<file path="src/design/timer_pkg.sv">
package timer_pkg;

    localparam int unsigned DATA_W = 32;
    localparam int unsigned ADDR_W = 12;
    localparam int unsigned BYTE_W = 8;

    // Register indices; the byte address on the bus is four times the index
    localparam logic [7:0] IDX_CTRL = 8'h88;
    localparam logic [7:0] IDX_MODE = 8'h89;
    localparam logic [7:0] IDX_T0_LOW = 8'h8A;
    localparam logic [7:0] IDX_T1_LOW = 8'h8B;
    localparam logic [7:0] IDX_T0_HIGH = 8'h8C;
    localparam logic [7:0] IDX_T1_HIGH = 8'h8D;
    localparam logic [7:0] IDX_CLK_CTRL = 8'h8E;
    localparam logic [7:0] IDX_IRQ_CFG = 8'h8F;

    localparam logic [7:0] RESET_BYTE = 8'h00;
    localparam logic [7:0] BYTE_MAX = 8'hFF;
    localparam logic [4:0] LOW5_MAX = 5'h1F;
    localparam logic [7:0] BYTE_ONE = 8'h01;
    localparam logic [4:0] LOW5_ONE = 5'h01;

    // Field positions inside the clock control and irq config registers
    localparam int unsigned CK_T0_BIT = 0;
    localparam int unsigned CK_T1_BIT = 1;
    localparam int unsigned PL0_BIT = 0;
    localparam int unsigned PL1_BIT = 1;
    localparam logic [7:0] CK_MASK = 8'h03;
    localparam logic [7:0] PL_MASK = 8'h03;

    localparam int unsigned PRESCALE_DIV_DEF = 12;

    typedef enum logic [1:0] {
        MODE_13 = 2'h0,
        MODE_16 = 2'h1,
        MODE_RELOAD = 2'h2,
        MODE_SPLIT = 2'h3
    } timer_mode_t;

    typedef struct packed {
        logic gate;
        logic counter_sel;
        timer_mode_t mode;
    } timer_cfg_t;

    typedef struct packed {
        timer_cfg_t one;
        timer_cfg_t zero;
    } mode_reg_t;

    typedef struct packed {
        logic tf1;
        logic tr1;
        logic tf0;
        logic tr0;
        logic [3:0] rsvd;
    } ctrl_reg_t;

    typedef struct packed {
        logic ovf;
        logic [7:0] hi;
        logic [7:0] lo;
    } count_t;

endpackage

</file>
<file path="src/design/pin_edge_sync.sv">
`timescale 1ns/1ps
module pin_edge_sync #(
    parameter int unsigned W = 4
) (
    input wire logic ref_clk,
    input wire logic rst_n,
    input wire logic [W-1:0] pin_in,
    output logic [W-1:0] level,
    output logic [W-1:0] fall
);

    logic [W-1:0] meta_r;
    logic [W-1:0] sync_r;
    logic [W-1:0] prev_r;

    // Edge compares two settled stages, never the first one
    always_ff @(posedge ref_clk) begin
        if (!rst_n) begin
            meta_r <= '1;
            sync_r <= '1;
            prev_r <= '1;
        end else begin
            meta_r <= pin_in;
            sync_r <= meta_r;
            prev_r <= sync_r;
        end
    end

    assign level = sync_r;
    assign fall = prev_r & ~sync_r;

endmodule

</file>
<file path="src/design/prescale_div.sv">
`timescale 1ns/1ps
module prescale_div #(
    parameter int unsigned DIV = 12
) (
    input wire logic ref_clk,
    input wire logic rst_n,
    output logic tick
);

    localparam int unsigned CW = (DIV > 1) ? $clog2(DIV) : 1;
    localparam logic [CW-1:0] LAST = CW'(DIV - 1);

    logic [CW-1:0] cnt_r;
    logic [CW-1:0] cnt_nxt;
    logic tick_r;
    logic tick_nxt;

    always_comb begin
        tick_nxt = (cnt_r == LAST);
        cnt_nxt = tick_nxt ? '0 : cnt_r + CW'(1);
    end

    always_ff @(posedge ref_clk) begin
        if (!rst_n) begin
            cnt_r <= '0;
            tick_r <= 1'b0;
        end else begin
            cnt_r <= cnt_nxt;
            tick_r <= tick_nxt;
        end
    end

    assign tick = tick_r;

endmodule

</file>
<file path="src/design/dual_timer.sv">
`timescale 1ns/1ps
// How it works
// - Gate clear: timer one counts whenever its run bit is set.
// - Gate set: timer one also needs external irq one at its chosen polarity.
// - Select clear: timer one counts the internal clock chosen in clock control.
// - Select set: timer one counts falling edges on its count pin.
// - Timer one mode 00 is 13-bit, 01 is 16-bit, 11 stops it.
// - Timer one mode 10 is the 8-bit auto-reload mode.
// - Gate clear: timer zero counts whenever its run bit is set.
// - Gate set: timer zero also needs external irq zero at its chosen polarity.
// - Select clear: timer zero counts the internal clock chosen in clock control.
// - Select set: timer zero counts falling edges on its count pin.
// - Timer zero modes: 13-bit, 16-bit, 8-bit reload, two split 8-bit timers.
// - Timer zero low byte is software readable and writable.
// - Timer one low byte is software readable and writable.
// - Timer zero high byte is software readable and writable.
// - Reload mode: low byte wrap sets overflow flag, reloads from high byte.
// - Timer one reload mode uses its own low and high bytes likewise.
// - Split: high byte times internal clock, gated by run one, sets flag one.
// - During split, timer one ignores its pin and never sets flag one.
module dual_timer #(
    parameter int unsigned PRESCALE_DIV = timer_pkg::PRESCALE_DIV_DEF
) (
    input wire logic ref_clk,
    input wire logic rst_n,
    input wire logic psel,
    input wire logic penable,
    input wire logic pwrite,
    input wire logic [timer_pkg::ADDR_W-1:0] paddr,
    input wire logic [timer_pkg::DATA_W-1:0] pwdata,
    output logic [timer_pkg::DATA_W-1:0] prdata,
    output logic pready,
    output logic pslverr,
    input wire logic timer_zero_count_pin,
    input wire logic timer_one_count_pin,
    input wire logic ext_irq_zero_input,
    input wire logic ext_irq_one_input,
    output logic timer_zero_overflow_pulse,
    output logic timer_one_overflow_pulse
);

    logic [3:0] pin_lvl;
    logic [3:0] pin_fall;
    logic pre_tick;

    timer_pkg::mode_reg_t mode_r;
    timer_pkg::mode_reg_t mode_nxt;
    timer_pkg::ctrl_reg_t ctrl_r;
    timer_pkg::ctrl_reg_t ctrl_nxt;
    logic [7:0] t0l_r;
    logic [7:0] t0l_nxt;
    logic [7:0] t0h_r;
    logic [7:0] t0h_nxt;
    logic [7:0] t1l_r;
    logic [7:0] t1l_nxt;
    logic [7:0] t1h_r;
    logic [7:0] t1h_nxt;
    logic [7:0] ckctl_r;
    logic [7:0] ckctl_nxt;
    logic [7:0] irqcfg_r;
    logic [7:0] irqcfg_nxt;
    logic [timer_pkg::DATA_W-1:0] prdata_r;
    logic [timer_pkg::DATA_W-1:0] prdata_nxt;
    logic pready_r;
    logic pready_nxt;
    logic pslverr_r;
    logic pslverr_nxt;
    logic ovf0_r;
    logic ovf0_nxt;
    logic ovf1_r;
    logic ovf1_nxt;

    logic split;
    logic tick0;
    logic tick1;
    logic th_tick;
    logic set_tf0;
    logic set_tf1;
    logic wr_en;
    logic mapped;
    logic [7:0] rd_byte;
    timer_pkg::count_t st0;
    timer_pkg::count_t st1;
    timer_pkg::count_t sth;

    // Pin order: irq one, irq zero, count one, count zero
    pin_edge_sync #(
        .W(4)
    ) u_sync (
        .ref_clk(ref_clk),
        .rst_n(rst_n),
        .pin_in({ext_irq_one_input, ext_irq_zero_input, timer_one_count_pin, timer_zero_count_pin}),
        .level(pin_lvl),
        .fall(pin_fall)
    );

    prescale_div #(
        .DIV(PRESCALE_DIV)
    ) u_div (
        .ref_clk(ref_clk),
        .rst_n(rst_n),
        .tick(pre_tick)
    );

    function automatic logic hit(input logic [timer_pkg::ADDR_W-1:0] a, input logic [7:0] idx);
        hit = (a[timer_pkg::ADDR_W-1:2] == (timer_pkg::ADDR_W-2)'(idx));
    endfunction

    // Run bit, optionally qualified by the irq pin at its polarity
    function automatic logic gate_ok(input logic gate, input logic run, input logic lvl, input logic pol);
        gate_ok = run & (~gate | (lvl == pol));
    endfunction

    // Pin edge in counter mode, else system clock or prescaled enable
    function automatic logic src(input logic ct, input logic fall, input logic ck, input logic pre);
        src = ct ? fall : (ck | pre);
    endfunction

    // One increment of a timer in the given mode
    function automatic timer_pkg::count_t step(input timer_pkg::timer_mode_t m, input logic [7:0] hi,
                                                input logic [7:0] lo);
        timer_pkg::count_t r;
        r.ovf = 1'b0;
        r.hi = hi;
        r.lo = lo;
        unique case (m)
            timer_pkg::MODE_13: begin
                // Upper three low-byte bits are left alone
                r.lo[4:0] = lo[4:0] + timer_pkg::LOW5_ONE;
                if (lo[4:0] == timer_pkg::LOW5_MAX) begin
                    r.hi = hi + timer_pkg::BYTE_ONE;
                    r.ovf = (hi == timer_pkg::BYTE_MAX);
                end
            end
            timer_pkg::MODE_16: begin
                r.lo = lo + timer_pkg::BYTE_ONE;
                if (lo == timer_pkg::BYTE_MAX) begin
                    r.hi = hi + timer_pkg::BYTE_ONE;
                    r.ovf = (hi == timer_pkg::BYTE_MAX);
                end
            end
            timer_pkg::MODE_RELOAD: begin
                if (lo == timer_pkg::BYTE_MAX) begin
                    r.lo = hi;
                    r.ovf = 1'b1;
                end else begin
                    r.lo = lo + timer_pkg::BYTE_ONE;
                end
            end
            timer_pkg::MODE_SPLIT: begin
                r.lo = lo + timer_pkg::BYTE_ONE;
                r.ovf = (lo == timer_pkg::BYTE_MAX);
            end
        endcase
        step = r;
    endfunction

    always_comb begin
        split = (mode_r.zero.mode == timer_pkg::MODE_SPLIT);
        tick0 = gate_ok(mode_r.zero.gate, ctrl_r.tr0, pin_lvl[2], irqcfg_r[timer_pkg::PL0_BIT])
              & src(mode_r.zero.counter_sel, pin_fall[0], ckctl_r[timer_pkg::CK_T0_BIT], pre_tick);
        st0 = step(mode_r.zero.mode, t0h_r, t0l_r);
        th_tick = split & ctrl_r.tr1 & (ckctl_r[timer_pkg::CK_T0_BIT] | pre_tick);
        sth = step(timer_pkg::MODE_SPLIT, timer_pkg::RESET_BYTE, t0h_r);
        if (split) begin
            // Run one is taken by the high byte, so timer one runs on its mode alone
            tick1 = (mode_r.one.mode != timer_pkg::MODE_SPLIT)
                  & (ckctl_r[timer_pkg::CK_T1_BIT] | pre_tick);
        end else begin
            tick1 = (mode_r.one.mode != timer_pkg::MODE_SPLIT)
                  & gate_ok(mode_r.one.gate, ctrl_r.tr1, pin_lvl[3], irqcfg_r[timer_pkg::PL1_BIT])
                  & src(mode_r.one.counter_sel, pin_fall[1], ckctl_r[timer_pkg::CK_T1_BIT], pre_tick);
        end
        st1 = step(mode_r.one.mode, t1h_r, t1l_r);
        set_tf0 = tick0 & st0.ovf;
        set_tf1 = (th_tick & sth.ovf) | (tick1 & st1.ovf & ~split);
    end

    always_comb begin
        mapped = hit(paddr, timer_pkg::IDX_CTRL) | hit(paddr, timer_pkg::IDX_MODE)
               | hit(paddr, timer_pkg::IDX_T0_LOW) | hit(paddr, timer_pkg::IDX_T1_LOW)
               | hit(paddr, timer_pkg::IDX_T0_HIGH) | hit(paddr, timer_pkg::IDX_T1_HIGH)
               | hit(paddr, timer_pkg::IDX_CLK_CTRL) | hit(paddr, timer_pkg::IDX_IRQ_CFG);
        rd_byte = timer_pkg::RESET_BYTE;
        if (hit(paddr, timer_pkg::IDX_CTRL)) begin
            rd_byte = {ctrl_r.tf1, ctrl_r.tr1, ctrl_r.tf0, ctrl_r.tr0, 4'h0};
        end
        if (hit(paddr, timer_pkg::IDX_MODE)) begin
            rd_byte = mode_r;
        end
        if (hit(paddr, timer_pkg::IDX_T0_LOW)) begin
            rd_byte = t0l_r;
        end
        if (hit(paddr, timer_pkg::IDX_T1_LOW)) begin
            rd_byte = t1l_r;
        end
        if (hit(paddr, timer_pkg::IDX_T0_HIGH)) begin
            rd_byte = t0h_r;
        end
        if (hit(paddr, timer_pkg::IDX_T1_HIGH)) begin
            rd_byte = t1h_r;
        end
        if (hit(paddr, timer_pkg::IDX_CLK_CTRL)) begin
            rd_byte = ckctl_r;
        end
        if (hit(paddr, timer_pkg::IDX_IRQ_CFG)) begin
            rd_byte = irqcfg_r;
        end
    end

    always_comb begin
        // Answer is ready in the first access cycle: zero wait states
        pready_nxt = psel & ~penable & ~pready_r;
        pslverr_nxt = pready_r ? 1'b0 : (psel & ~penable & ~mapped);
        prdata_nxt = prdata_r;
        if (psel & ~penable) begin
            prdata_nxt = (~pwrite & mapped) ? {24'h000000, rd_byte} : 32'h00000000;
        end
        wr_en = psel & penable & pready_r & pwrite;

        mode_nxt = mode_r;
        ctrl_nxt = ctrl_r;
        t0l_nxt = t0l_r;
        t0h_nxt = t0h_r;
        t1l_nxt = t1l_r;
        t1h_nxt = t1h_r;
        ckctl_nxt = ckctl_r;
        irqcfg_nxt = irqcfg_r;

        if (tick0) begin
            t0l_nxt = st0.lo;
            if (!split) begin
                t0h_nxt = st0.hi;
            end
        end
        if (th_tick) begin
            t0h_nxt = sth.lo;
        end
        if (tick1) begin
            t1l_nxt = st1.lo;
            t1h_nxt = st1.hi;
        end

        // A software write to a count byte overrides the same-cycle increment
        if (wr_en) begin
            if (hit(paddr, timer_pkg::IDX_CTRL)) begin
                ctrl_nxt.tf1 = pwdata[7];
                ctrl_nxt.tr1 = pwdata[6];
                ctrl_nxt.tf0 = pwdata[5];
                ctrl_nxt.tr0 = pwdata[4];
            end
            if (hit(paddr, timer_pkg::IDX_MODE)) begin
                mode_nxt = pwdata[7:0];
            end
            if (hit(paddr, timer_pkg::IDX_T0_LOW)) begin
                t0l_nxt = pwdata[7:0];
            end
            if (hit(paddr, timer_pkg::IDX_T1_LOW)) begin
                t1l_nxt = pwdata[7:0];
            end
            if (hit(paddr, timer_pkg::IDX_T0_HIGH)) begin
                t0h_nxt = pwdata[7:0];
            end
            if (hit(paddr, timer_pkg::IDX_T1_HIGH)) begin
                t1h_nxt = pwdata[7:0];
            end
            if (hit(paddr, timer_pkg::IDX_CLK_CTRL)) begin
                ckctl_nxt = pwdata[7:0] & timer_pkg::CK_MASK;
            end
            if (hit(paddr, timer_pkg::IDX_IRQ_CFG)) begin
                irqcfg_nxt = pwdata[7:0] & timer_pkg::PL_MASK;
            end
        end

        // Hardware set wins over a clear in the same cycle
        ctrl_nxt.tf0 = ctrl_nxt.tf0 | set_tf0;
        ctrl_nxt.tf1 = ctrl_nxt.tf1 | set_tf1;
        ctrl_nxt.rsvd = 4'h0;

        ovf0_nxt = set_tf0;
        // Still offered to other blocks during split
        ovf1_nxt = (tick1 & st1.ovf) | (th_tick & sth.ovf);
    end

    always_ff @(posedge ref_clk) begin
        if (!rst_n) begin
            mode_r <= timer_pkg::RESET_BYTE;
            ctrl_r <= timer_pkg::RESET_BYTE;
            t0l_r <= timer_pkg::RESET_BYTE;
            t0h_r <= timer_pkg::RESET_BYTE;
            t1l_r <= timer_pkg::RESET_BYTE;
            t1h_r <= timer_pkg::RESET_BYTE;
            ckctl_r <= timer_pkg::RESET_BYTE;
            irqcfg_r <= timer_pkg::RESET_BYTE;
            prdata_r <= '0;
            pready_r <= 1'b0;
            pslverr_r <= 1'b0;
            ovf0_r <= 1'b0;
            ovf1_r <= 1'b0;
        end else begin
            mode_r <= mode_nxt;
            ctrl_r <= ctrl_nxt;
            t0l_r <= t0l_nxt;
            t0h_r <= t0h_nxt;
            t1l_r <= t1l_nxt;
            t1h_r <= t1h_nxt;
            ckctl_r <= ckctl_nxt;
            irqcfg_r <= irqcfg_nxt;
            prdata_r <= prdata_nxt;
            pready_r <= pready_nxt;
            pslverr_r <= pslverr_nxt;
            ovf0_r <= ovf0_nxt;
            ovf1_r <= ovf1_nxt;
        end
    end

    assign prdata = prdata_r;
    assign pready = pready_r;
    assign pslverr = pslverr_r;
    assign timer_zero_overflow_pulse = ovf0_r;
    assign timer_one_overflow_pulse = ovf1_r;

endmodule

</file>
<file path="config.mk">
export PLATFORM = sky130hd
export DESIGN_NAME = dual_timer
export DESIGN_NICKNAME = d
export VERILOG_FILES = /design/src/design/timer_pkg.sv /design/src/design/pin_edge_sync.sv /design/src/design/prescale_div.sv /design/src/design/dual_timer.sv
export SDC_FILE = /design/constraint.sdc
export NUM_CORES = 1
export LEC_CHECK = 0
export ABC_AREA = 0
export BUFFER_PORTS_ARGS = -buffer_cell sky130_fd_sc_hd__buf_4
export CAP_MARGIN = 20
export CORE_MARGIN = 3
export CORE_UTILIZATION = 45
export CTS_BUF_LIST = sky130_fd_sc_hd__clkbuf_4 sky130_fd_sc_hd__clkbuf_8
export DETAILED_ROUTE_END_ITERATION = 8
export PLACE_DENSITY = 0.8
export SYNTH_ARGS = -nofsm -noshare
export SYNTH_HDL_FRONTEND = slang
export SYNTH_SLANG_ARGS = --single-unit
</file>
<file path="constraint.sdc">
create_clock -name ref_clk -period 1.9 [get_ports ref_clk]
set_clock_uncertainty 0.05 [all_clocks]
set_input_delay 0.095 -clock ref_clk [delete_from_list [all_inputs] [get_ports ref_clk]]
set_output_delay 0.095 -clock ref_clk [all_outputs]
set_load 0.03 [all_outputs]
</file>
==> flow_summary.yaml <==
synth:
  synth_warnings: 0
  synth.top_cells.by_count: "75 x dfxtp_1, 53 x nor2_1, 51 x nand2_1"
  avgSynthCellArea_sq_um: 8.55
  yosysMostFrequentCell: "dfxtp_1"
  synthCells: 515
  netlist_area_sq_mm: 0.00441
  ys_ff_latch: 75
  ys_seq_area_frac: 0.341
  yosys_most_used_dff: "dfxtp_1"
  yosysTopAreaCell: "dfxtp_1"
  yosys.cell_types.count: 72
  ys_async_sr_fraction: 0
  synth_area_leaders: "dfxtp_1 34%, mux2i_1 7.0%, buf_4 4.8%, nor2_1 4.5%, nand2_1 4.3%"
  synth_edf_count: 0
  synth_top_area_share: 0.341
timing:
  final_max_slew_viol_count: 0
  worst_pin_slew_ns: 0.559
  fin_crit_sh: 1.01
  finalHoldViolations: 0
  setup_ws_ns: -0.0119
  rsz0062_at_grt: "yes"
  fmax_ghz: 0.523
  setup_viol: 1
  slew_headroom: 0.627
  fin_crit_ns: 1.91
global_routing:
  track_usage: 0.219
  grt_max_degree: 38
  grt_first_pass_wirelength_um: 19400
  grt_overflow: 0
  antenna_found_initial: 0
  grt_pass1_vias: 3810
worst_setup_path:
  startpoint_type: "register"
  startpoint: "t1l_r[1]$_SDFF_PN0_"
  required_ns: 2.13
  cp_data_arrival_time_ns: 2.14
  setup.worst_path.class: "reg2reg"
  endpoint_kind: "register"
  rr_startpoint: "t1l_r[1]$_SDFF_PN0_"
  worstPathMaxFanout: 7
clock_tree:
  h-tree-depth: 3
  cts_sinks: 75
  clkLatencyLatePin_ns: 0.36
  cts_tree: "done"
  cts_root_buf: "clkbuf_8"
  cts_inserted_buffers: 9
  clkSlewWorstSetupHoldPaths_ns: 0.08
  clock_path_buffers: 2
place:
  io_buffers: 38
  place_ws_ns: -0.109
  dpl_cell_area_sq_mm: 0.00489
  detailed_place_hpwl_um: 8550
  gp_congestion: 0.887
  place_inst: 688
cells_and_area:
  num-fill-cells: 818
  area.growth.synth_to_final_pct: 22.1
  antenna-diode-count: 0
  nNetsFinal: 642
  regArea_sq_mm: 0.00151
  final_area_sq_mm: 0.00538
  final_cells: 717
  utilization: 0.574
  multi_input_area_sq_mm: 0.00273
  drive_gt1_frac: 0.236
pwr:
  leakage_nw: 2.14
  peakVddDrop_mv: 0.597
  power.density_mw_per_mm2: 651
die:
  dieHeight_um: 105
  die-area_sq_mm: 0.0110
  ios: 89
  initial_core_util: 0.470
  fp-row-count: 35
  fp.dieW_um: 105
  fp.coreArea_sq_mm: 0.00937
worst_hold_path:
  hold_class: "in2reg"
  hold_path.startpoint: "pwdata[5]"
run_status:
  violations: "setup timing"
  status: "finished, violations left"
flow_run:
  maxCapViolCount: 0
routing:
  avgRoutedWirePerCell_um: 16.7
  drtAntennaViolNets: 0
  drt_wl_total_um: 12000
  firstDrtPassIters: 5
  drc: 0
  drtIter0Drc: 465
  viasPerCell: 5.63
  via_count: 4036
repair_timing:
action,4_1_cts,5_1_grt
pin swaps,6,9
gates resized for setup,12,14
endpoints found under the hold margin,15,0
setup buffers,0,3
endpoints found under the setup margin,10,20
hold buffers,10,0
flip-flops by register name, summed over array words and instances, names as in the netlist:
signal / flops
t0l_r: 8
timer_one_overflow_pulse: 1
t0h_r: 8
irqcfg_r: 2
ckctl_r: 2
t1h_r: 8
u_sync.prev_r: 2
u_sync.meta_r: 4
t1l_r: 8
pready: 1
ctrl_r: 4
u_div.tick: 1
pslverr: 1
mode_r: 8
u_sync.level: 4
prdata: 8
timer_zero_overflow_pulse: 1
u_div.cnt_r: 4
per-layer routing:
metal	track usage	vias up	wire length [um]
met2	0.354	194	5730
li1	-	1949	-
met4	0.0787	0	282
met1	0.283	1869	5010
met5	0	-	0
met3	0.0568	24	959
cells in the final DEF (no fill, tap or decap), types with 5 or more instances in the layout:
cell type and instances:
a211oi_1 6, a21oi_1 27, and3_1 10, buf_4 74, clkbuf_8 9, conb_1 24
dfxtp_1 71, dlygate4sd3_1 10, inv_1 13, mux2i_1 31, mux4_2 5, nand2_1 50
nand2b_1 14, nand3_1 12, nand4_1 10, nor2_1 52, o211ai_1 5, o21ai_0 31
o22ai_1 11, xnor2_1 12, xor2_1 10
stage by stage:
stage	setup TNS, ns	power, mW	hold slack (ns)
after floorplan	0	1.82	0.146
after global placement	-0.0686	1.86	0.228
after detailed placement	-0.526	1.87	0.232
after CTS	0	3.51	0.00115
after global routing	-0.276	3.61	0.00911
final	-0.0119	3.50	0.00749
layout make-up:
type	instances	area share
clock buffer	11	0.0258
multi-input combinational	399	0.508
clock inverter	5	0.0233
timing repair buffer	85	0.124
tap	129	0.0300
sequential	75	0.280
inverter	13	0.00907
critical path: stages (launching register included):
cell and delay (ns):
dfxtp_2 0.34, ha_4 0.17, and3_4 0.19, ha_4 0.16, nand2b_4 0.06, o31ai_2 0.07
and4bb_4 0.24, buf_4 0.14, buf_6 0.10, xnor2_1 0.11, a211oi_1 0.19
power breakdown:
group          switching (mW)  internal [mW]  total [mW]
Clock                   0.613           1.03        1.65
Combinational           0.174         0.0866       0.261
Sequential            0.00769           1.59        1.59
path summary, 6_finish.rpt:
| check | endpoint | slack [ns] | cells past startpoint |
|---|---|---|---|
| worst max-delay path | t1h_r[0]$_SDFF_PN0_ | -0.01 | 10 |
| worst min-delay path | mode_r[5]$_SDFFE_PN0P_ | 0.007 | 3 |
| worst min register to register | u_sync.level[3]$_SDFF_PN1_ | 0.36 | 1 |
| worst max register to register | t1h_r[0]$_SDFF_PN0_ | -0.01 | 10 |
cells by family after synthesis:
| kind of cell | synth area share |
|---|---|
| compound gates | 0.182 |
| xor+xnor | 0.0437 |
| fa+ha+maj | 0.0170 |
| buf+inv | 0.0807 |
| flops | 0.341 |
| mux | 0.116 |
| other cells | 0.000851 |
| simple gates | 0.219 |
No activity file was read; power rests on OpenSTA's default activity.
